`src/ifu_pkg.sv`:
```
package ifu_pkg;

   // ****************************************
   // Register map (byte addresses)
   // ****************************************
   localparam int          ADDR_W       = 8;
   localparam logic [7:0]  OFF_EDGE     = 8'h00;
   localparam logic [7:0]  OFF_CTRL_A   = 8'h04;
   localparam logic [7:0]  OFF_CTRL_B   = 8'h08;
   localparam logic [7:0]  OFF_GROUP    = 8'h0c;
   localparam logic [7:0]  OFF_EVT_STAT = 8'h10;
   localparam logic [7:0]  OFF_EVT_MASK = 8'h14;

   // ****************************************
   // Implemented bits and reset values
   // ****************************************
   localparam logic [7:0]  MASK_EDGE    = 8'h03;
   localparam logic [7:0]  MASK_CTRL_A  = 8'h7f;
   localparam logic [7:0]  MASK_CTRL_B  = 8'hff;
   localparam logic [7:0]  MASK_GROUP   = 8'h33;
   localparam logic [7:0]  RST_REG      = 8'h00;

   // ****************************************
   // Field positions
   // ****************************************
   localparam int CA_GRP_F = 6;
   localparam int CA_ADC_F = 5;
   localparam int CA_PIN_F = 4;
   localparam int CA_GRP_E = 3;
   localparam int CA_ADC_E = 2;
   localparam int CA_PIN_E = 1;
   localparam int CA_GLB_E = 0;
   localparam int CB_TK1_F = 7;
   localparam int CB_TK0_F = 6;
   localparam int CB_SER_F = 5;
   localparam int CB_EEP_F = 4;
   localparam int CB_TK1_E = 3;
   localparam int CB_TK0_E = 2;
   localparam int CB_SER_E = 1;
   localparam int CB_EEP_E = 0;
   localparam int GM_MA_F  = 5;
   localparam int GM_MP_F  = 4;
   localparam int GM_MA_E  = 1;
   localparam int GM_MP_E  = 0;

   // Edge select codes
   localparam logic [1:0] EDGE_OFF  = 2'b00;
   localparam logic [1:0] EDGE_RISE = 2'b01;
   localparam logic [1:0] EDGE_FALL = 2'b10;
   localparam logic [1:0] EDGE_BOTH = 2'b11;

   localparam logic [1:0] RESP_OKAY   = 2'b00;
   localparam logic [1:0] RESP_SLVERR = 2'b10;

   // Serviced source, in priority order
   typedef enum logic [2:0] {
      SRC_PIN, SRC_GROUP, SRC_ADC, SRC_SERIAL, SRC_EEPROM, SRC_TICK0, SRC_TICK1
   } ifu_src_t;

   function automatic logic ifu_addr_ok(input logic [ADDR_W-1:0] a);
      ifu_addr_ok = (a == OFF_EDGE) || (a == OFF_CTRL_A) || (a == OFF_CTRL_B) ||
                    (a == OFF_GROUP) || (a == OFF_EVT_STAT) || (a == OFF_EVT_MASK);
   endfunction : ifu_addr_ok

endpackage : ifu_pkg

```
`src/ifu_reg_if.sv`:
```
`timescale 1ns/1ps
interface ifu_reg_if;
   logic       wr_en;
   logic [7:0] wr_addr;
   logic [7:0] wr_data;
   logic       rd_en;
   logic [7:0] rd_addr;
   logic [7:0] rd_data;
   modport slv  (output wr_en, wr_addr, wr_data, rd_en, rd_addr, input rd_data);
   modport core (input wr_en, wr_addr, wr_data, rd_en, rd_addr, output rd_data);
endinterface : ifu_reg_if

```
`src/ifu_edge_det.sv`:
```
`timescale 1ns/1ps
module ifu_edge_det
   import ifu_pkg::*;
(
   // Clock and reset
   input  wire logic       i_clk,
   input  wire logic       i_rst_n,
   // Pin and selection
   input  wire logic       i_pin,
   input  wire logic [1:0] i_sel,
   output logic            o_edge
);
   logic prev_ff;
   logic armed_ff;

   // Armed one cycle after reset so a high pin is not seen as a rise
   always_ff @(posedge i_clk or negedge i_rst_n) begin
      if (!i_rst_n) begin
         prev_ff  <= 1'b0;
         armed_ff <= 1'b0;
      end else begin
         prev_ff  <= i_pin;
         armed_ff <= 1'b1;
      end
   end

   always_comb begin
      case (i_sel)
         EDGE_RISE: o_edge = armed_ff & i_pin & ~prev_ff;
         EDGE_FALL: o_edge = armed_ff & ~i_pin & prev_ff;
         EDGE_BOTH: o_edge = armed_ff & (i_pin ^ prev_ff);
         default:   o_edge = 1'b0;
      endcase
   end

   a_edge_off: assert property (@(posedge i_clk) disable iff (!i_rst_n)
      (i_sel == EDGE_OFF) |-> !o_edge)
      else $error("edge seen while pin detection disabled");
   a_edge_rise: assert property (@(posedge i_clk) disable iff (!i_rst_n)
      (i_sel == EDGE_RISE) && armed_ff && $rose(i_pin) |-> o_edge)
      else $error("rising edge missed");

endmodule : ifu_edge_det

```
`src/ifu_axil_slave.sv`:
```
`timescale 1ns/1ps
module ifu_axil_slave
   import ifu_pkg::*;
(
   // Clock and reset
   input  wire logic              i_clk,
   input  wire logic              i_rst_n,
   // Write channels
   input  wire logic              i_awvalid,
   output logic                   o_awready,
   input  wire logic [ADDR_W-1:0] i_awaddr,
   input  wire logic              i_wvalid,
   output logic                   o_wready,
   input  wire logic [31:0]       i_wdata,
   input  wire logic [3:0]        i_wstrb,
   output logic                   o_bvalid,
   input  wire logic              i_bready,
   output logic [1:0]             o_bresp,
   // Read channels
   input  wire logic              i_arvalid,
   output logic                   o_arready,
   input  wire logic [ADDR_W-1:0] i_araddr,
   output logic                   o_rvalid,
   input  wire logic              i_rready,
   output logic [31:0]            o_rdata,
   output logic [1:0]             o_rresp,
   // Register side
   ifu_reg_if.slv                 reg_io
);
   logic              aw_full_ff, w_full_ff, awready_ff, wready_ff, bvalid_ff;
   logic              arready_ff, rvalid_ff, wstrb0_ff;
   logic [ADDR_W-1:0] aw_addr_ff;
   logic [7:0]        w_data_ff;
   logic [1:0]        bresp_ff, rresp_ff;
   logic [31:0]       rdata_ff;
   logic              wr_go, ar_take;
   logic              nxt_aw_full, nxt_w_full, nxt_bvalid, nxt_rvalid;

   always_comb begin
      wr_go       = aw_full_ff & w_full_ff & ~bvalid_ff;
      ar_take     = i_arvalid & arready_ff;
      nxt_aw_full = (aw_full_ff | (i_awvalid & awready_ff)) & ~wr_go;
      nxt_w_full  = (w_full_ff | (i_wvalid & wready_ff)) & ~wr_go;
      nxt_bvalid  = bvalid_ff ? ~i_bready : wr_go;
      nxt_rvalid  = rvalid_ff ? ~i_rready : ar_take;
   end

   // Unmapped or low-lane-less writes are answered but change nothing
   assign reg_io.wr_en   = wr_go & wstrb0_ff & ifu_addr_ok(aw_addr_ff);
   assign reg_io.wr_addr = aw_addr_ff;
   assign reg_io.wr_data = w_data_ff;
   assign reg_io.rd_en   = ar_take & ifu_addr_ok(i_araddr);
   assign reg_io.rd_addr = i_araddr;

   always_ff @(posedge i_clk or negedge i_rst_n) begin
      if (!i_rst_n) begin
         aw_full_ff <= 1'b0;
         w_full_ff  <= 1'b0;
         awready_ff <= 1'b0;
         wready_ff  <= 1'b0;
         bvalid_ff  <= 1'b0;
         bresp_ff   <= RESP_OKAY;
         aw_addr_ff <= '0;
         w_data_ff  <= 8'h00;
         wstrb0_ff  <= 1'b0;
      end else begin
         aw_full_ff <= nxt_aw_full;
         w_full_ff  <= nxt_w_full;
         awready_ff <= ~nxt_aw_full & ~nxt_bvalid;
         wready_ff  <= ~nxt_w_full & ~nxt_bvalid;
         bvalid_ff  <= nxt_bvalid;
         if (i_awvalid & awready_ff) begin
            aw_addr_ff <= i_awaddr;
         end
         if (i_wvalid & wready_ff) begin
            w_data_ff <= i_wdata[7:0];
            wstrb0_ff <= i_wstrb[0];
         end
         if (wr_go) begin
            bresp_ff <= ifu_addr_ok(aw_addr_ff) ? RESP_OKAY : RESP_SLVERR;
         end
      end
   end

   always_ff @(posedge i_clk or negedge i_rst_n) begin
      if (!i_rst_n) begin
         arready_ff <= 1'b0;
         rvalid_ff  <= 1'b0;
         rdata_ff   <= 32'h0000_0000;
         rresp_ff   <= RESP_OKAY;
      end else begin
         arready_ff <= ~nxt_rvalid;
         rvalid_ff  <= nxt_rvalid;
         if (ar_take) begin
            rdata_ff <= ifu_addr_ok(i_araddr) ? {24'h00_0000, reg_io.rd_data} : 32'h0000_0000;
            rresp_ff <= ifu_addr_ok(i_araddr) ? RESP_OKAY : RESP_SLVERR;
         end
      end
   end

   assign o_awready = awready_ff;
   assign o_wready  = wready_ff;
   assign o_bvalid  = bvalid_ff;
   assign o_bresp   = bresp_ff;
   assign o_arready = arready_ff;
   assign o_rvalid  = rvalid_ff;
   assign o_rdata   = rdata_ff;
   assign o_rresp   = rresp_ff;

endmodule : ifu_axil_slave

```
`src/ifu_top.sv`:
```
// Contract
// - Edge field: off, rise, fall, both
// - Unimplemented register bits read zero
// - Every source has flag and enable
// - First control register layout, reset zero
// - Second control register layout, reset zero
// - Group register holds match flags, enables
// - Timer matches feed shared group request
// - Exactly one external pin source
// - Flags set regardless; global enable gates o_irq_req, not o_irq
// - Servicing clears global enable, flags still record
// - Full stack withholds acknowledgement
// - Pin service clears pin flag
//
// The register offsets and register access over AXI4-Lite were decided locally.
`timescale 1ns/1ps
module ifu_top
   import ifu_pkg::*;
(
   // Clock and reset
   input  wire logic              i_clk,
   input  wire logic              i_rst_n,
   // Register bus, write
   input  wire logic              i_awvalid,
   output logic                   o_awready,
   input  wire logic [ADDR_W-1:0] i_awaddr,
   input  wire logic              i_wvalid,
   output logic                   o_wready,
   input  wire logic [31:0]       i_wdata,
   input  wire logic [3:0]        i_wstrb,
   output logic                   o_bvalid,
   input  wire logic              i_bready,
   output logic [1:0]             o_bresp,
   // Register bus, read
   input  wire logic              i_arvalid,
   output logic                   o_arready,
   input  wire logic [ADDR_W-1:0] i_araddr,
   output logic                   o_rvalid,
   input  wire logic              i_rready,
   output logic [31:0]            o_rdata,
   output logic [1:0]             o_rresp,
   // Interrupt sources
   input  wire logic              i_ext_pin,
   input  wire logic              i_adc_done,
   input  wire logic              i_tick0,
   input  wire logic              i_tick1,
   input  wire logic              i_serial_req,
   input  wire logic              i_eeprom_done,
   input  wire logic              i_match_p,
   input  wire logic              i_match_a,
   // Processor core
   input  wire logic              i_stack_full,
   input  wire logic              i_irq_ack,
   output logic                   o_irq_req,
   output ifu_src_t               o_irq_vec,
   output logic                   o_irq
);

   // ****************************************
   // Reset release
   // ****************************************
   logic rst_meta_ff;
   logic rst_n;

   always_ff @(posedge i_clk or negedge i_rst_n) begin
      if (!i_rst_n) begin
         rst_meta_ff <= 1'b0;
         rst_n       <= 1'b0;
      end else begin
         rst_meta_ff <= 1'b1;
         rst_n       <= rst_meta_ff;
      end
   end

   // ****************************************
   // Bus slave and pin edge detection
   // ****************************************
   ifu_reg_if reg_io ();
   logic      pin_edge;

   ifu_axil_slave u_slave (
      .i_clk     (i_clk),
      .i_rst_n   (rst_n),
      .i_awvalid (i_awvalid),
      .o_awready (o_awready),
      .i_awaddr  (i_awaddr),
      .i_wvalid  (i_wvalid),
      .o_wready  (o_wready),
      .i_wdata   (i_wdata),
      .i_wstrb   (i_wstrb),
      .o_bvalid  (o_bvalid),
      .i_bready  (i_bready),
      .o_bresp   (o_bresp),
      .i_arvalid (i_arvalid),
      .o_arready (o_arready),
      .i_araddr  (i_araddr),
      .o_rvalid  (o_rvalid),
      .i_rready  (i_rready),
      .o_rdata   (o_rdata),
      .o_rresp   (o_rresp),
      .reg_io    (reg_io.slv)
   );

   logic [7:0] edge_ff, ca_ff, cb_ff, gm_ff;

   // Single external source; every other request is internal
   ifu_edge_det u_edge (
      .i_clk   (i_clk),
      .i_rst_n (rst_n),
      .i_pin   (i_ext_pin),
      .i_sel   (edge_ff[1:0]),
      .o_edge  (pin_edge)
   );

   // ****************************************
   // Service selection
   // ****************************************
   logic [6:0] pend;
   logic       ack_take;
   ifu_src_t   pick;
   logic [7:0] ca_set, cb_set, gm_set, ca_clr, cb_clr;
   logic       grp_req;

   // An ack outside a standing request is ignored
   assign ack_take = i_irq_ack & o_irq_req;

   // Sub-flags stay until software clears them, so the group keeps asking
   assign grp_req = (gm_ff[GM_MA_F] & gm_ff[GM_MA_E]) |
                    (gm_ff[GM_MP_F] & gm_ff[GM_MP_E]);

   always_comb begin
      pend = {cb_ff[CB_TK1_F] & cb_ff[CB_TK1_E],
              cb_ff[CB_TK0_F] & cb_ff[CB_TK0_E],
              cb_ff[CB_EEP_F] & cb_ff[CB_EEP_E],
              cb_ff[CB_SER_F] & cb_ff[CB_SER_E],
              ca_ff[CA_ADC_F] & ca_ff[CA_ADC_E],
              ca_ff[CA_GRP_F] & ca_ff[CA_GRP_E],
              ca_ff[CA_PIN_F] & ca_ff[CA_PIN_E]};
      // Walk down so the lowest pending index is written last and wins
      pick = SRC_TICK1;
      for (int i = 6; i >= 0; i--) begin
         if (pend[i]) begin
            pick = ifu_src_t'(i[2:0]);
         end
      end
   end

   // Hardware sets and service clears
   always_comb begin
      ca_set = 8'h00;
      cb_set = 8'h00;
      gm_set = 8'h00;
      ca_clr = 8'h00;
      cb_clr = 8'h00;
      ca_set[CA_PIN_F] = pin_edge;
      ca_set[CA_ADC_F] = i_adc_done;
      ca_set[CA_GRP_F] = grp_req;
      cb_set[CB_TK1_F] = i_tick1;
      cb_set[CB_TK0_F] = i_tick0;
      cb_set[CB_SER_F] = i_serial_req;
      cb_set[CB_EEP_F] = i_eeprom_done;
      gm_set[GM_MA_F]  = i_match_a;
      gm_set[GM_MP_F]  = i_match_p;
      if (ack_take) begin
         ca_clr[CA_GLB_E] = 1'b1;
         case (o_irq_vec)
            SRC_PIN:    ca_clr[CA_PIN_F] = 1'b1;
            SRC_GROUP:  ca_clr[CA_GRP_F] = 1'b1;
            SRC_ADC:    ca_clr[CA_ADC_F] = 1'b1;
            SRC_SERIAL: cb_clr[CB_SER_F] = 1'b1;
            SRC_EEPROM: cb_clr[CB_EEP_F] = 1'b1;
            SRC_TICK0:  cb_clr[CB_TK0_F] = 1'b1;
            SRC_TICK1:  cb_clr[CB_TK1_F] = 1'b1;
            default:    ca_clr[CA_GLB_E] = 1'b1;
         endcase
      end
   end

   // ****************************************
   // Interrupt control registers
   // ****************************************
   logic wr_edge, wr_ca, wr_cb, wr_gm;

   assign wr_edge = reg_io.wr_en & (reg_io.wr_addr == OFF_EDGE);
   assign wr_ca   = reg_io.wr_en & (reg_io.wr_addr == OFF_CTRL_A);
   assign wr_cb   = reg_io.wr_en & (reg_io.wr_addr == OFF_CTRL_B);
   assign wr_gm   = reg_io.wr_en & (reg_io.wr_addr == OFF_GROUP);

   // A hardware set wins over a same-cycle clear or software write of zero
   always_ff @(posedge i_clk or negedge rst_n) begin
      if (!rst_n) begin
         edge_ff <= RST_REG;
         ca_ff   <= RST_REG;
         cb_ff   <= RST_REG;
         gm_ff   <= RST_REG;
      end else begin
         edge_ff <= (wr_edge ? reg_io.wr_data : edge_ff) & MASK_EDGE;
         ca_ff   <= (((wr_ca ? reg_io.wr_data : ca_ff) & ~ca_clr) | ca_set) & MASK_CTRL_A;
         cb_ff   <= (((wr_cb ? reg_io.wr_data : cb_ff) & ~cb_clr) | cb_set) & MASK_CTRL_B;
         gm_ff   <= ((wr_gm ? reg_io.wr_data : gm_ff) | gm_set) & MASK_GROUP;
      end
   end

   // ****************************************
   // Request to the core
   // ****************************************
   logic     req_ff;
   ifu_src_t vec_ff;

   // Request drops the cycle after the ack so one service is never taken twice
   always_ff @(posedge i_clk or negedge rst_n) begin
      if (!rst_n) begin
         req_ff <= 1'b0;
         vec_ff <= SRC_PIN;
      end else begin
         req_ff <= ca_ff[CA_GLB_E] & (|pend) & ~i_stack_full & ~ack_take;
         // Vector frozen while the request stands, so the core clears what it saw
         if (!req_ff || ack_take) begin
            vec_ff <= pick;
         end
      end
   end

   assign o_irq_req = req_ff;
   assign o_irq_vec = vec_ff;

   // ****************************************
   // Event status, mask and interrupt line
   // ****************************************
   logic [7:0] stat_ff, mask_ff, evt, nxt_stat;
   logic       irq_ff;

   assign evt = {i_match_a, i_match_p, i_eeprom_done, i_serial_req,
                 i_tick1, i_tick0, i_adc_done, pin_edge};

   // Read of status clears it; events of the same cycle survive
   always_comb begin
      nxt_stat = stat_ff;
      if (reg_io.rd_en && (reg_io.rd_addr == OFF_EVT_STAT)) begin
         nxt_stat = 8'h00;
      end
      nxt_stat = nxt_stat | evt;
   end

   always_ff @(posedge i_clk or negedge rst_n) begin
      if (!rst_n) begin
         stat_ff <= RST_REG;
         mask_ff <= RST_REG;
         irq_ff  <= 1'b0;
      end else begin
         stat_ff <= nxt_stat;
         if (reg_io.wr_en && (reg_io.wr_addr == OFF_EVT_MASK)) begin
            mask_ff <= reg_io.wr_data;
         end
         irq_ff <= |(nxt_stat & mask_ff);
      end
   end

   assign o_irq = irq_ff;

   // ****************************************
   // Read data
   // ****************************************
   always_comb begin
      case (reg_io.rd_addr)
         OFF_EDGE:     reg_io.rd_data = edge_ff & MASK_EDGE;
         OFF_CTRL_A:   reg_io.rd_data = ca_ff & MASK_CTRL_A;
         OFF_CTRL_B:   reg_io.rd_data = cb_ff;
         OFF_GROUP:    reg_io.rd_data = gm_ff & MASK_GROUP;
         OFF_EVT_STAT: reg_io.rd_data = stat_ff;
         OFF_EVT_MASK: reg_io.rd_data = mask_ff;
         default:      reg_io.rd_data = 8'h00;
      endcase
   end

   // ****************************************
   // Checks
   // ****************************************
   a_pin_flag_set: assert property (@(posedge i_clk) disable iff (!rst_n)
      pin_edge |=> ca_ff[CA_PIN_F])
      else $error("pin edge did not set pin flag");

   a_reserved_zero: assert property (@(posedge i_clk) disable iff (!rst_n)
      ((edge_ff & ~MASK_EDGE) == 8'h00) && !ca_ff[7] && ((gm_ff & ~MASK_GROUP) == 8'h00))
      else $error("unimplemented bit holds one");

   a_flag_no_enable: assert property (@(posedge i_clk) disable iff (!rst_n)
      i_adc_done && !ca_ff[CA_ADC_E] |=> ca_ff[CA_ADC_F])
      else $error("converter flag lost while disabled");

   a_global_gate: assert property (@(posedge i_clk) disable iff (!rst_n)
      !ca_ff[CA_GLB_E] |=> !req_ff)
      else $error("request raised with global enable clear");

   a_ack_clears_glb: assert property (@(posedge i_clk) disable iff (!rst_n)
      ack_take |=> !ca_ff[CA_GLB_E] ##1 !req_ff)
      else $error("service did not clear global enable");

   a_stack_hold: assert property (@(posedge i_clk) disable iff (!rst_n)
      i_stack_full |=> !req_ff)
      else $error("request raised with full stack");

   a_pin_service: assert property (@(posedge i_clk) disable iff (!rst_n)
      ack_take && (vec_ff == SRC_PIN) && !pin_edge |=> !ca_ff[CA_PIN_F])
      else $error("pin service left pin flag set");

   a_group_feed: assert property (@(posedge i_clk) disable iff (!rst_n)
      gm_ff[GM_MA_F] && gm_ff[GM_MA_E] |=> ca_ff[CA_GRP_F])
      else $error("enabled match flag did not set group flag");

   a_match_sticky: assert property (@(posedge i_clk) disable iff (!rst_n)
      i_match_p ##1 !wr_gm [*2] |-> gm_ff[GM_MP_F])
      else $error("match P flag not held");

   a_irq_line: assert property (@(posedge i_clk) disable iff (!rst_n)
      $rose(irq_ff) |-> $past(|evt) || ($past(mask_ff) != $past(mask_ff, 2)))
      else $error("interrupt line rose with no event");

   // Set-wins checks: a flag raised by its source is never lost to a clear
   a_flags_a_set: assert property (@(posedge i_clk) disable iff (!rst_n)
      |ca_set |=> ((ca_ff & $past(ca_set)) == $past(ca_set)))
      else $error("control A flag not set");

   a_flags_b_set: assert property (@(posedge i_clk) disable iff (!rst_n)
      |cb_set |=> ((cb_ff & $past(cb_set)) == $past(cb_set)))
      else $error("control B flag not set");

   a_match_set: assert property (@(posedge i_clk) disable iff (!rst_n)
      |gm_set |=> ((gm_ff & $past(gm_set)) == $past(gm_set)))
      else $error("match flag not set");

   a_idle_no_req: assert property (@(posedge i_clk) disable iff (!rst_n)
      !(|pend) |=> !req_ff)
      else $error("request raised with nothing pending");

   a_full_release: assert property (@(posedge i_clk) disable iff (!rst_n)
      ca_ff[CA_GLB_E] && (|pend) && !i_stack_full && !ack_take |=> req_ff)
      else $error("request withheld with room on stack");

   a_ack_drops_req: assert property (@(posedge i_clk) disable iff (!rst_n)
      ack_take |=> !req_ff)
      else $error("request held after service");

endmodule : ifu_top

```
`config.mk`:
```
export PLATFORM = sky130hd
export DESIGN_NAME = ifu_top
export DESIGN_NICKNAME = d
export VERILOG_FILES = /design/src/ifu_pkg.sv /design/src/ifu_reg_if.sv /design/src/ifu_edge_det.sv /design/src/ifu_axil_slave.sv /design/src/ifu_top.sv
export SDC_FILE = /design/constraint.sdc
export NUM_CORES = 1
export LEC_CHECK = 0
export BUFFER_PORTS_ARGS = -buffer_cell sky130_fd_sc_hd__buf_2
export CAP_MARGIN = 15
export CORE_MARGIN = 10
export CORE_UTILIZATION = 45
export DETAILED_ROUTE_END_ITERATION = 10
export GPL_ROUTABILITY_DRIVEN = 1
export PLACE_DENSITY = 0.76
export SETUP_SLACK_MARGIN = 0.2
export SYNTH_ARGS = -nofsm -noshare
export SYNTH_HDL_FRONTEND = slang
export SYNTH_SLANG_ARGS = --single-unit
```
`constraint.sdc`:
```
create_clock -name i_clk -period 3.2 [get_ports i_clk]
set_input_delay 0.16 -clock i_clk [delete_from_list [all_inputs] [get_ports i_clk]]
set_output_delay 0.16 -clock i_clk [all_outputs]
set_load 0.05 [all_outputs]
```
# --- Word-level counts from Yosys, hierarchy flattened ---
# Cells that the tools add are included.
# Widths: inputs -> output; s select.
op_classes:
  eq_ne: 19
  mux: 27
  n_bitwise: 59
  reduce_logical: 19
ops:
  columns: ["operator", "n"]
  rows:
  - ["$pmux 8 s6", 1]
  - ["$and 1x1->1", 34]
  - ["$eq 8x4->1 const B", 4]
  - ["$eq 8x5->1 const B", 4]
  - ["$mux 8", 3]
  - ["$and 8x8->8", 2]
  - ["$eq 8x3->1 const B", 2]
  - ["$logic_not 8->1", 2]
  - ["$or 8x8->8", 2]
  - ["$mux 3", 5]
  - ["$not 1->1", 12]
  - ["$logic_or 1x1->1", 11]
  - ["$mux 1", 10]
  - ["$eq 3x3->1 const B", 3]
  - ["$mux 2", 4]
  - ["$not 8->8", 1]
  - ["$reduce_or 8->1", 1]
  - ["$and 7x7->7", 1]
  - ["$mux 7", 1]
  - ["$not 7->7", 1]
  - ["$or 7x7->7", 1]
  - ["$reduce_or 7->1", 1]
  - ["$eq 3x2->1 const B", 2]
  - ["$mux 6", 1]
  - ["other kinds (11)", 15]
totals:
  reg_bits: 106
  output_inout_bits: 46
  wordCells: 150

# --- Longest topological paths before layout ---
# Gate-level depths: netlist of run 1.
logic_depth:
  word_depth: 12
  mapped_depth: 6

# --- By module ---
# A second synthesis of run 1 with hierarchy kept.
hier_totals:
  hier_cells: 351
  hier_area_um2: 3937.5
by_module_without_submodules:
  columns: ["module", "instances", "area_per_inst_um2", "cells_each"]
  rows:
  - ["ifu_top", 1, 2275.9, 207]
  - ["ifu_axil_slave", 1, 1586.5, 138]
  - ["ifu_edge_det", 1, 75.1, 6]

# --- Least setup slack after synthesis of run 1 ---
# OpenSTA, ideal clock, no wires.
synth_timing:
  path_type: "reg2reg"
  start: "register u_slave.bvalid_ff, in the netlist u_slave.o_bvalid"
  end: "register cb_ff[0]"
  synth_period_minus_slack_ns: 2.268
  required_ns: 3.075
  t_arrival_ns: 2.144
  setup_time_ns: 0.125
  stages_incl_launch_ff: 5
  n_path_buf: 1
  slack_ns: 0.932
  cell_sequence: "dfrtp_1 -> or4b_1 -> buf_6 -> nor4_4 -> mux2_2"
synth_between:
  elab_chain_len: 8
synth_rtl:
  columns: ["item", "line_no", "source"]
  rows:
  - ["from (decl)", "ifu_axil_slave.sv:30", "logic aw_full_ff, w_full_ff, awready_ff, wready_ff, bvalid_ff;"]
  - ["from (signal assigned)", "ifu_axil_slave.sv:71", "bvalid_ff <= nxt_bvalid;"]
  - ["$not 1->1", "ifu_axil_slave.sv:40", "wr_go = aw_full_ff & w_full_ff & ~bvalid_ff;"]
  - ["$and 1x1->1", "ifu_axil_slave.sv:40", null]
  - ["$and 1x1->1 (2 in a row)", "ifu_axil_slave.sv:49", "assign reg_io.wr_en = wr_go & wstrb0_ff & ifu_addr_ok(aw_addr_ff);"]
  - ["$and 1x1->1", "ifu_top.sv:186", "assign wr_cb = reg_io.wr_en & (reg_io.wr_addr == OFF_CTRL_B);"]
  - ["$mux 8", "ifu_top.sv:199", "cb_ff <= (((wr_cb ? reg_io.wr_data : cb_ff) & ~cb_clr) | cb_set) & MASK_CTRL_B;"]
  - ["$and 8x8->8", "ifu_top.sv:199", null]
  - ["$or 8x8->8", "ifu_top.sv:199", null]
  - ["to (signal assigned)", "ifu_top.sv:199", null]
  - ["to (decl)", "ifu_top.sv:104", "logic [7:0] edge_ff, ca_ff, cb_ff, gm_ff;"]
# Every way passes these cells.
# A chain may end at the register's enable or synchronous reset.

# --- Worst setup path in the final report of run 1 ---
layout_timing:
  start: "register u_slave.aw_addr_ff[7], in the netlist u_slave.reg_io.wr_addr[7]"
  end: "register ca_ff[3]"
layout_between:
  elab_chain_len: 11
  elab_cells_between_ends: 16
  classes_between: "eq/ne (5); mux (1); bitwise (4); reduce/logical (6)"
layout_rtl:
  columns: ["item", "line_no", "source"]
  rows:
  - ["from (decl)", "ifu_axil_slave.sv:32", "logic [ADDR_W-1:0] aw_addr_ff;"]
  - ["from (signal assigned)", "ifu_axil_slave.sv:73", "aw_addr_ff <= i_awaddr;"]
  - ["$eq 8x3->1 / $logic_not 8->1 (equally long branches)", "ifu_pkg.sv:61, ifu_top.sv:185", null]
  - ["$logic_or 1x1->1 (3 in a row)", "ifu_pkg.sv:61", "ifu_addr_ok = (a == OFF_EDGE) || (a == OFF_CTRL_A) || (a == OFF_CTRL_B) ||"]
  - ["$logic_or 1x1->1 (2 in a row)", "ifu_pkg.sv:62", "(a == OFF_GROUP) || (a == OFF_EVT_STAT) || (a == OFF_EVT_MASK);"]
  - ["$and 1x1->1", "ifu_axil_slave.sv:49", null]
  - ["$and 1x1->1 *", "ifu_top.sv:185", "assign wr_ca = reg_io.wr_en & (reg_io.wr_addr == OFF_CTRL_A);"]
  - ["$mux 7 *", "ifu_top.sv:198", "ca_ff <= (((wr_ca ? reg_io.wr_data : ca_ff) & ~ca_clr) | ca_set) & MASK_CTRL_A;"]
  - ["$and 7x7->7 *", "ifu_top.sv:198", null]
  - ["$or 7x7->7 *", "ifu_top.sv:198", null]
  - ["to (signal assigned)", "ifu_top.sv:198", null]
  - ["to (decl)", "ifu_top.sv:104", null]
# Every way passes the cells marked *; elsewhere a longest branch is shown, timed or not.

==> results of run 1 <==
## sequential cells by signal, summed over array words and instances, names as in the netlist, 2 cells and up
register	cells
ca_ff	7
cb_ff	8
edge_ff	2
gm_ff	4
mask_ff	8
o_irq_vec	3
stat_ff	8
u_slave.o_rdata	8
u_slave.reg_io.wr_addr	8
u_slave.reg_io.wr_data	8
## worst paths after layout
check,cells after the start,start,endpoint
hold reg to reg,0,rst_meta_ff,rst_n
setup reg to reg,3,u_slave.reg_io.wr_addr[7],ca_ff[3]
max in group asynchronous,1,rst_n,u_slave.o_rresp[1]
hold / removal,2,i_rready,u_slave.o_rvalid
setup / recovery,3,u_slave.reg_io.wr_addr[7],ca_ff[3]
min in group asynchronous,2,i_rst_n,rst_n
## cells in the mapped netlist, drive strengths merged, types with 2 or more instances
cell type  instances  area share
dfrtp             80        0.52
mux2              43        0.13
buf               28       0.055
nand2             27       0.026
mux2i             17       0.044
a22oi             12       0.023
nor2              12       0.012
a21oi              9       0.012
a21o               8       0.016
nand3              8       0.010
o21ai              8       0.010
nor3               7      0.0091
nor4               7       0.027
clkbuf             6      0.0058
nand3b             6       0.012
o21bai             6       0.012
inv                4      0.0039
nor2b              4      0.0065
nor3b              4      0.0078
a31oi              3      0.0049
nand2b             3      0.0049
or4b               3      0.0078
a22o               2      0.0045
a41oi              2      0.0045
conb               2      0.0019
o211ai             2      0.0039
or2                2      0.0032
## per-stage QoR
| step | std cells | hold slack [ns] | power, mW | cell area (um^2) |
|---|---|---|---|---|
| CTS | 506 | 0.00980 | 3.05 | 4420 |
| floorplan | 355 | -0.136 | 2.06 | 3960 |
| finish | 506 | 0.0113 | 3.03 | 4420 |
| global placement | 488 | -0.0550 | 2.22 | 4190 |
| detailed placement | 488 | -0.0534 | 2.26 | 4190 |
| global route | 506 | 0.0218 | 3.19 | 4420 |
## routing by layer
layer	global-route usage	vias to the layer above	routed length, um
li1	-	1275	-
met1	0.180	1340	4010
met2	0.214	128	4000
met3	0.0495	19	908
met4	0.0601	0	172
met5	0	-	0
## cell families (layout without fill, tap and decap cells)
kind of cell,after synthesis,count (layout),share of synthesized area
AOI/OAI and AO/OA,60,60,0.108
buffers and inverters,38,84,0.0644
DFF,80,80,0.518
muxes,60,60,0.169
other,2,28,0.00194
and+or+nand+nor,89,89,0.139
## power by group
group / internal [mW] / total, mW / switching (mW)
Combinational: 0.298 / 0.775 / 0.477
Clock: 0.424 / 0.798 / 0.374
Sequential: 1.22 / 1.46 / 0.244
Total: 1.94 / 3.03 / 1.09
## area by class of cell
type,count,area [um^2],share of cell area
flip-flops and latches,80,2000,0.453
repair buffers,64,345,0.0781
inverters,4,15.0,0.00339
clock buffers,12,165,0.0373
well taps,105,131,0.0297
multi-input cells,237,1710,0.387
clock inverters,4,51.3,0.0116
## worst reg2reg max path: stages, from the launching register on
cell and delay [ns]:
dfrtp_1 0.40, or4b_1 0.73, nor4_4 0.74, mux2_2 0.41
## timing repair
| action | CTS | global route |
|---|---|---|
| hold buffers | 2 | 0 |
| gates resized for setup | 0 | 0 |
| endpoints found under the hold margin | 3 | 0 |
==> flow_metrics.env, run 1 <==
export IMPL_design_die_area_um2=12700
export IMPL_p_leak_nw=2.00
export IMPL_rows=33
export IMPL_synth_area_per_cell_um2=11.7
export IMPL_postCtsSetupBuffers=0
export IMPL_netlist_area_um2=3860
export IMPL_core_area_um2=8300
export IMPL_max_slew_worst_pin_slew_ns=1.12
export IMPL_cts_tree="built"
export IMPL_gp_congestion=0.881
export IMPL_fill_cells=738
export IMPL_drt_initial_drc_count=181
export IMPL_reg2reg_slack_ns=0.80
export IMPL_path_cells="or4b_1 > nor4_4 > mux2_2"
export IMPL_final_nets=465
export IMPL_setup_viol=0
export IMPL_status="complete, no violations"
export IMPL_synthArstFlopShare=1.00
export IMPL_final_core_util=0.533
export IMPL_mostFrequentLayoutCell="dfrtp_1"
export IMPL_ioPinCount=115
export IMPL_worst_hold_path_type="in -> reg"
export IMPL_ys_ff_latch=80
export IMPL_num_antenna_cells=0
export IMPL_cts_made_buffers=9
export IMPL_rsz0062_at_grt="false"
export IMPL_min_period_ns=2.40
export IMPL_arrival_ns=2.64
export IMPL_routed_wl_mm=9.10
export IMPL_cts_sinks=80
export IMPL_ir_drop_mv=0.473
export IMPL_path_delay_family="simple AND/OR/NAND/NOR gates"
export IMPL_first_pass_iters=5
export IMPL_synthCells=329
export IMPL_synthDistinctLibCells=46
export IMPL_fmax_ghz=0.417
export IMPL_viasPerCell=5.46
export IMPL_clockBufferDepth=2
export IMPL_initial_core_util=0.466
export IMPL_timing_hold_violations_final=0
export IMPL_dp_hpwl_mm=6.94
export IMPL_via_count=2762
export IMPL_h_tree_depth=3
export IMPL_required_ns=3.45
export IMPL_min_period_over_period=0.749
export IMPL_place_ws_ns=0.828
export IMPL_relSlewSlack=0.245
export IMPL_portBuffers=61
export IMPL_final_cell_mix="dfrtp_1 (79), buf_2 (61), mux2_2 (43)"
export IMPL_cp_buffers_inverters=0
export IMPL_p_per_area_nw_per_um2=686
export IMPL_drv_slew=0
export IMPL_skew_ns=0.00906
export IMPL_insertion_delay_ns=0.36
export IMPL_tns_ns=0
export IMPL_grt_pass1_wl_mm=14.8
export IMPL_crit_path_start_kind="register"
export IMPL_grtUsageTotal=0.142
export IMPL_path_clk_slew_ns=0.08
export IMPL_syn_to_final_growth_pct=14.4
export IMPL_yosysWarnings=0
export IMPL_cts_root_buf="clkbuf_8"
export IMPL_cp_max_fo=7
export IMPL_max_stage_delay_ns=0.74
export IMPL_drive_gt1_frac=0.327
export IMPL_ys_flop_type="dfrtp_1"
export IMPL_grt_start_max_net_pins=41
export IMPL_antenna_found_initial=0
export IMPL_worst_slack_ns=0.804
export IMPL_synth_edff_count=0
export IMPL_drc=0
export IMPL_grt_pass1_vias=2865
export IMPL_grt_overflow=0
export IMPL_die_y_um=113
export IMPL_crit_type="reg -> reg"
export IMPL_seq_area_frac_synth=0.518
export IMPL_cp_end_kind="register"
export IMPL_crit_slowest_cell="nor4_4"
export IMPL_die_width_um=113
export IMPL_wl_per_cell_um=18.0
export IMPL_ant_nets=0
export IMPL_cap_viol_max_count=0
Note: power is estimated with default switching activity, not from simulation.
==> inputs of run 2 (changes only) <==
- ABC_AREA: default -> 1
- clock period: 3.2 -> 2.4 ns (I/O delays scaled with it)
==> flow_metrics.env, run 2 <==
export IMPL_drt_initial_drc_count=233
export IMPL_ys_flop_type="dfrtp_1"
export IMPL_arrival_ns=1.99
export IMPL_initial_core_util=0.468
export IMPL_cts_root_buf="clkbuf_8"
export IMPL_cts_tree="built"
export IMPL_antenna_found_initial=0
export IMPL_cp_max_fo=11
export IMPL_drc=0
export IMPL_p_leak_nw=2.52
export IMPL_r2r_start="u_slave.o_arready"
export IMPL_met1_usage=0.188
export IMPL_yosysTopAreaCell="dfrtp_1"
export IMPL_finalPower_mw=3.75
export IMPL_p_per_area_nw_per_um2=815
export IMPL_wl_per_cell_um=13.9
export IMPL_drv_slew=0
export IMPL_rsz0062_at_grt="false"
export IMPL_mostFrequentLayoutCell="nand2_1"
export IMPL_clockBufferDepth=2
export IMPL_final_cell_mix="nand2_1 (183), dfrtp_1 (79), buf_2 (61)"
export IMPL_required_ns=2.70
export IMPL_num_antenna_cells=0
export IMPL_design_die_area_um2=12800
export IMPL_crit_path_start_kind="register"
export IMPL_viasPerCell=4.81
export IMPL_post_cts_resized=0
export IMPL_synth_edff_count=0
export IMPL_cp_end_kind="register"
export IMPL_grt_busiest_layer="met2"
export IMPL_fmax_ghz=0.594
export IMPL_hold_start="i_match_p"
export IMPL_core_area_um2=8300
export IMPL_grtUsageTotal=0.152
export IMPL_yosysMostFrequentCell="nand2_1"
export IMPL_first_pass_iters=4
export IMPL_synthCells=497
export IMPL_relSlewSlack=0.360
export IMPL_grt_start_max_net_pins=79
export IMPL_yosys_top_cells_count="nand2_1 (183), dfrtp_1 (80), inv_1 (49)"
export IMPL_tns_ns=0
export IMPL_netlist_area_um2=3890
export IMPL_syn_to_final_growth_pct=18.3
export IMPL_grt_overflow=0
export IMPL_die_y_um=113
export IMPL_gp_congestion=0.866
export IMPL_grt_pass1_wl_mm=16.1
export IMPL_min_period_over_period=0.702
export IMPL_regArea_um2=2010
export IMPL_final_nets=653
export IMPL_dp_hpwl_mm=7.29
export IMPL_max_stage_delay_ns=0.38
export IMPL_crit_slowest_cell="dfrtp_1"
export IMPL_use_met2=0.242
export IMPL_ys_ff_latch=80
export IMPL_multi_input_area_um2=1520
export IMPL_routed_wl_mm=9.64
export IMPL_h_tree_depth=3
export IMPL_min_period_ns=1.68
export IMPL_grt_pass1_vias=3380
export IMPL_synthDistinctLibCells=29
export IMPL_cts_made_buffers=9
export IMPL_ant_nets=0
export IMPL_cts_sinks=80
export IMPL_gr_usage_met3=0.0539
export IMPL_via_count=3338
export IMPL_ir_drop_mv=0.645
export IMPL_cap_viol_max_count=0
export IMPL_drive_gt1_frac=0.171
export IMPL_yosysTopAreaCellShare=0.515
export IMPL_crit_type="reg -> reg"
export IMPL_die_width_um=113
export IMPL_insertion_delay_ns=0.36
export IMPL_path_clk_slew_ns=0.08
export IMPL_synth_area_leaders="dfrtp_1 (52%), nand2_1 (18%), buf_4 (5.0%), inv_1 (4.7%), nand3_1 (4.4%)"
export IMPL_worst_path_most_repeated_cell="nand2_1"
export IMPL_worst_hold_path_type="in -> reg"
export IMPL_synth_area_per_cell_um2=7.82
export IMPL_rows=33
export IMPL_crit_path_start="u_slave.o_arready"
export IMPL_synthArstFlopShare=1.00
export IMPL_yosysWarnings=0
export IMPL_timing_hold_violations_final=0
export IMPL_path_cells="nand2_1 > clkinv_1 > nand3_2 > nand2_1 > nand2_1 > nand2_1 > nand2_1 > nor2_1 > nand2_1"
export IMPL_setup_viol=0
export IMPL_fill_cells=794
export IMPL_seq_area_frac_synth=0.515
export IMPL_ioPinCount=115
export IMPL_skew_ns=0.00880
export IMPL_max_slew_worst_pin_slew_ns=0.960
export IMPL_portBuffers=61
export IMPL_status="complete, no violations"
-- run 2: cell types whose count changed in the layout (fill, tap and decap cells not counted), sizes merged, moves of 8 or more --
cell / before / now
a21o: 8 / 0
a22oi: 12 / 0
dlygate4sd3: 2 / 22
inv: 4 / 58
mux2: 43 / 0
mux2i: 17 / 0
nand2: 27 / 186
nand3: 8 / 36
nor2: 12 / 31
o21ai: 8 / 51
-- run 2: layout make-up --
type,instances,share of cell area
flip-flops and latches,80,0.436
clock buffers,10,0.0299
well taps,105,0.0286
inverters,59,0.0482
clock inverters,6,0.00953
repair buffers,84,0.116
multi-input cells,350,0.332
-- run 2: kinds of logic after synthesis --
kind of cell           share of synthesized area
buffers and inverters                      0.118
flip-flops                                 0.515
other                                    0.00193
AO/OA/AOI/OAI                             0.0773
AND/OR/NAND/NOR                            0.288
-- run 2: critical path: cells and delay by family (launching register included) --
| kind | cells | cell delay [ns] |
|---|---|---|
| DFF | 1 | 0.38 |
| buffers and inverters | 1 | 0.33 |
| and+or+nand+nor | 8 | 0.92 |
-- run 2: final timing paths --
path	to	slack (ns)	cells after the start
hold reg to reg	rst_n	0.36	0
setup / recovery	o_irq	0.72	9
min in group asynchronous	rst_n	0.05	2
setup reg to reg	o_irq	0.72	9
hold / removal	stat_ff[6]	0.005	3
max in group asynchronous	u_slave.reg_io.wr_data[3]	1.29	0
-- run 2: what timing repair did --
action | in CTS | in global routing
setup buffers | 0 | 0
hold endpoints to repair | 23 | 0
endpoints found under the setup margin | 0 | 0
hold buffers | 22 | 0
-- run 2: power by group --
part | internal [mW] | switching [mW]
registers | 1.59 | 0.193
logic | 0.261 | 0.779
clock network | 0.407 | 0.515
-- run 2: per-layer routing --
layer,up-vias,routed length (um)
met5,-,0
met4,0,144
met2,127,4470
met3,11,927
li1,1677,-
met1,1523,4100
-- run 2: stage by stage --
step           instance area (um^2)  hold WS [ns]  setup slack [ns]  utilization  std cells
2_1_floorplan                  3990        -0.176             0.765            -        523
3_3_place_gp                   4200       -0.0952             0.824        0.506        656
3_5_place_dp                   4200       -0.0942             0.755        0.506        656
4_1_cts                        4600       0.00246             0.738        0.554        694
5_1_grt                        4600        0.0103             0.469        0.554        694
6_report                       4600       0.00528             0.716        0.554        694
==> inputs of run 3 (changes only) <==
- clock period: 2.4 -> 1.55 ns (I/O delays scaled with it)
==> flow_metrics.env, run 3 (synthesized netlist as in run 2, its figures left out) <==
export IMPL_arrival_ns=1.74
export IMPL_mostFrequentLayoutCell="nand2_1"
export IMPL_p_int_mw=3.95
export IMPL_required_ns=1.79
export IMPL_h_tree_depth=3
export IMPL_routed_wl_mm=10.0
export IMPL_final_cell_mix="nand2_1 (175), dfrtp_1 (76), buf_2 (61)"
export IMPL_final_area_um2=4940
export IMPL_rows=33
export IMPL_cp_buffers_inverters=1
export IMPL_gp_congestion=0.904
export IMPL_worst_hold_path_type="in -> async"
export IMPL_clockBufferDepth=2
export IMPL_r2r_start="u_slave.reg_io.wr_addr[5]"
export IMPL_grt_pass1_vias=3398
export IMPL_setup_viol=0
export IMPL_num_antenna_cells=0
export IMPL_p_leak_nw=2.69
export IMPL_timing_hold_violations_final=0
export IMPL_final_core_util=0.596
export IMPL_sw_frac_of_total=0.379
export IMPL_dp_hpwl_mm=7.43
export IMPL_ir_drop_mv=1.31
export IMPL_insertion_delay_ns=0.36
export IMPL_r2r_end="cb_ff[1]"
export IMPL_antenna_found_initial=0
export IMPL_initial_core_util=0.468
export IMPL_status="complete, no violations"
export IMPL_worst_slack_ns=0.0456
export IMPL_p_per_area_nw_per_um2=1290
export IMPL_drive_gt1_frac=0.218
export IMPL_core_area_um2=8300
export IMPL_reg2regPathDepth=9
export IMPL_crit_path_end="cb_ff[1]"
export IMPL_grt_overflow=0
export IMPL_path_cells="nor2_1 > nand2_2 > nor2_4 > nand2_2 > nor2_4 > buf_4 > nand2_4 > nand2_1 > o21ai_1"
export IMPL_drc=0
export IMPL_cts_tree="built"
export IMPL_cap_viol_max_count=0
export IMPL_max_stage_delay_ns=0.39
export IMPL_p_seq_frac=0.437
export IMPL_drv_slew=0
export IMPL_reg2reg_slack_ns=0.05
export IMPL_cp_max_fo=7
export IMPL_crit_path_start_kind="register"
export IMPL_grt_start_max_net_pins=32
export IMPL_syn_to_final_growth_pct=27.2
export IMPL_crit_slowest_cell="dfrtp_1"
export IMPL_wl_per_cell_um=13.9
export IMPL_fill_cells=738
export IMPL_finalPower_mw=6.37
export IMPL_min_period_over_period=0.971
export IMPL_min_period_ns=1.50
export IMPL_clkPwrFrac=0.275
export IMPL_grt_pass1_wl_mm=16.3
export IMPL_combPwrFrac=0.289
export IMPL_path_delay_family="simple AND/OR/NAND/NOR gates"
export IMPL_rsz0062_at_grt="true"
export IMPL_drt_initial_drc_count=257
export IMPL_portBuffers=61
export IMPL_viasPerCell=4.75
export IMPL_via_count=3413
export IMPL_cts_made_buffers=9
export IMPL_place_ws_ns=0.0696
export IMPL_path_clk_slew_ns=0.08
export IMPL_final_nets=678
export IMPL_cts_sinks=80
export IMPL_grtUsageTotal=0.155
export IMPL_die_width_um=113
export IMPL_die_y_um=113
export IMPL_crit_path_start="u_slave.reg_io.wr_addr[5]"
export IMPL_ant_nets=0
export IMPL_tns_ns=0
export IMPL_first_pass_iters=6
export IMPL_fmax_ghz=0.665
export IMPL_worst_path_stages=9
export IMPL_crit_type="reg -> reg"
export IMPL_cp_end_kind="register"
export IMPL_postPlaceCellArea_um2=4290
export IMPL_ioPinCount=115
export IMPL_design_die_area_um2=12800
export IMPL_skew_ns=0.0104
export IMPL_cts_root_buf="clkbuf_8"
export IMPL_switchingPower_mw=2.41
## run 3: final cells by class
class | instances | area [um^2] | area share
Clock buffer | 10 | 138 | 0.0278
Clock inverter | 6 | 90.1 | 0.0182
Inverter | 59 | 224 | 0.0453
Multi-Input combinational cell | 351 | 1600 | 0.325
Sequential cell | 80 | 2010 | 0.407
Tap cell | 105 | 131 | 0.0266
Timing Repair Buffer | 108 | 746 | 0.151
## run 3: how the worst min path moves through the flow
stage          slack, ns          end  cells past startpoint    start
2_1_floorplan      -0.22  rst_meta_ff                      0  i_rst_n
3_3_place_gp       -0.14  rst_meta_ff                      1  i_rst_n
3_5_place_dp       -0.13  rst_meta_ff                      1  i_rst_n
4_1_cts             0.02        rst_n                      2  i_rst_n
5_1_grt             0.03        rst_n                      2  i_rst_n
6_report            0.03        rst_n                      2  i_rst_n
## run 3: timing repair
action / 4_1_cts / 5_1_grt
gates cloned: 0 / 1
hold buffers: 30 / 0
pin swaps: 2 / 1
endpoints found under the setup margin: 26 / 30
buffers inserted: 2 / 5
endpoints found under the hold margin: 37 / 0
resized for setup: 3 / 18
## run 3: power by group through the flow
stage,Sequential (mW),Combinational (mW),Clock (mW)
3_5_place_dp,2.80,1.65,0
2_1_floorplan,3.07,0.932,0
6_report,2.78,1.84,1.75
4_1_cts,2.76,1.74,1.77
5_1_grt,2.82,2.03,1.87
3_3_place_gp,2.77,1.62,0
## run 3: worst register-to-register path: cells and delay by family, from the launching register on
family                 cells  cell delay, ns
AOI/OAI and AO/OA          1            0.07
and+or+nand+nor            7            0.77
DFF                        1            0.39
buffers and inverters      1            0.17
## run 3: layer usage
layer / GRT usage / vias up / part of all wire / routed length (um)
met5: 0 / - / 0 / 0
met4: 0.0448 / 0 / 0.019 / 187
met3: 0.0565 / 16 / 0.081 / 809
met2: 0.263 / 110 / 0.49 / 4880
met1: 0.178 / 1563 / 0.41 / 4150
li1: - / 1724 / - / -
## run 3: metrics by stage
| step | hold WS [ns] | instances |
|---|---|---|
| after detailed placement | -0.135 | 665 |
| after CTS | 0.0212 | 713 |
| final | 0.0282 | 719 |
| after global placement | -0.136 | 665 |
| after global routing | 0.0295 | 719 |
| after floorplan | -0.218 | 523 |
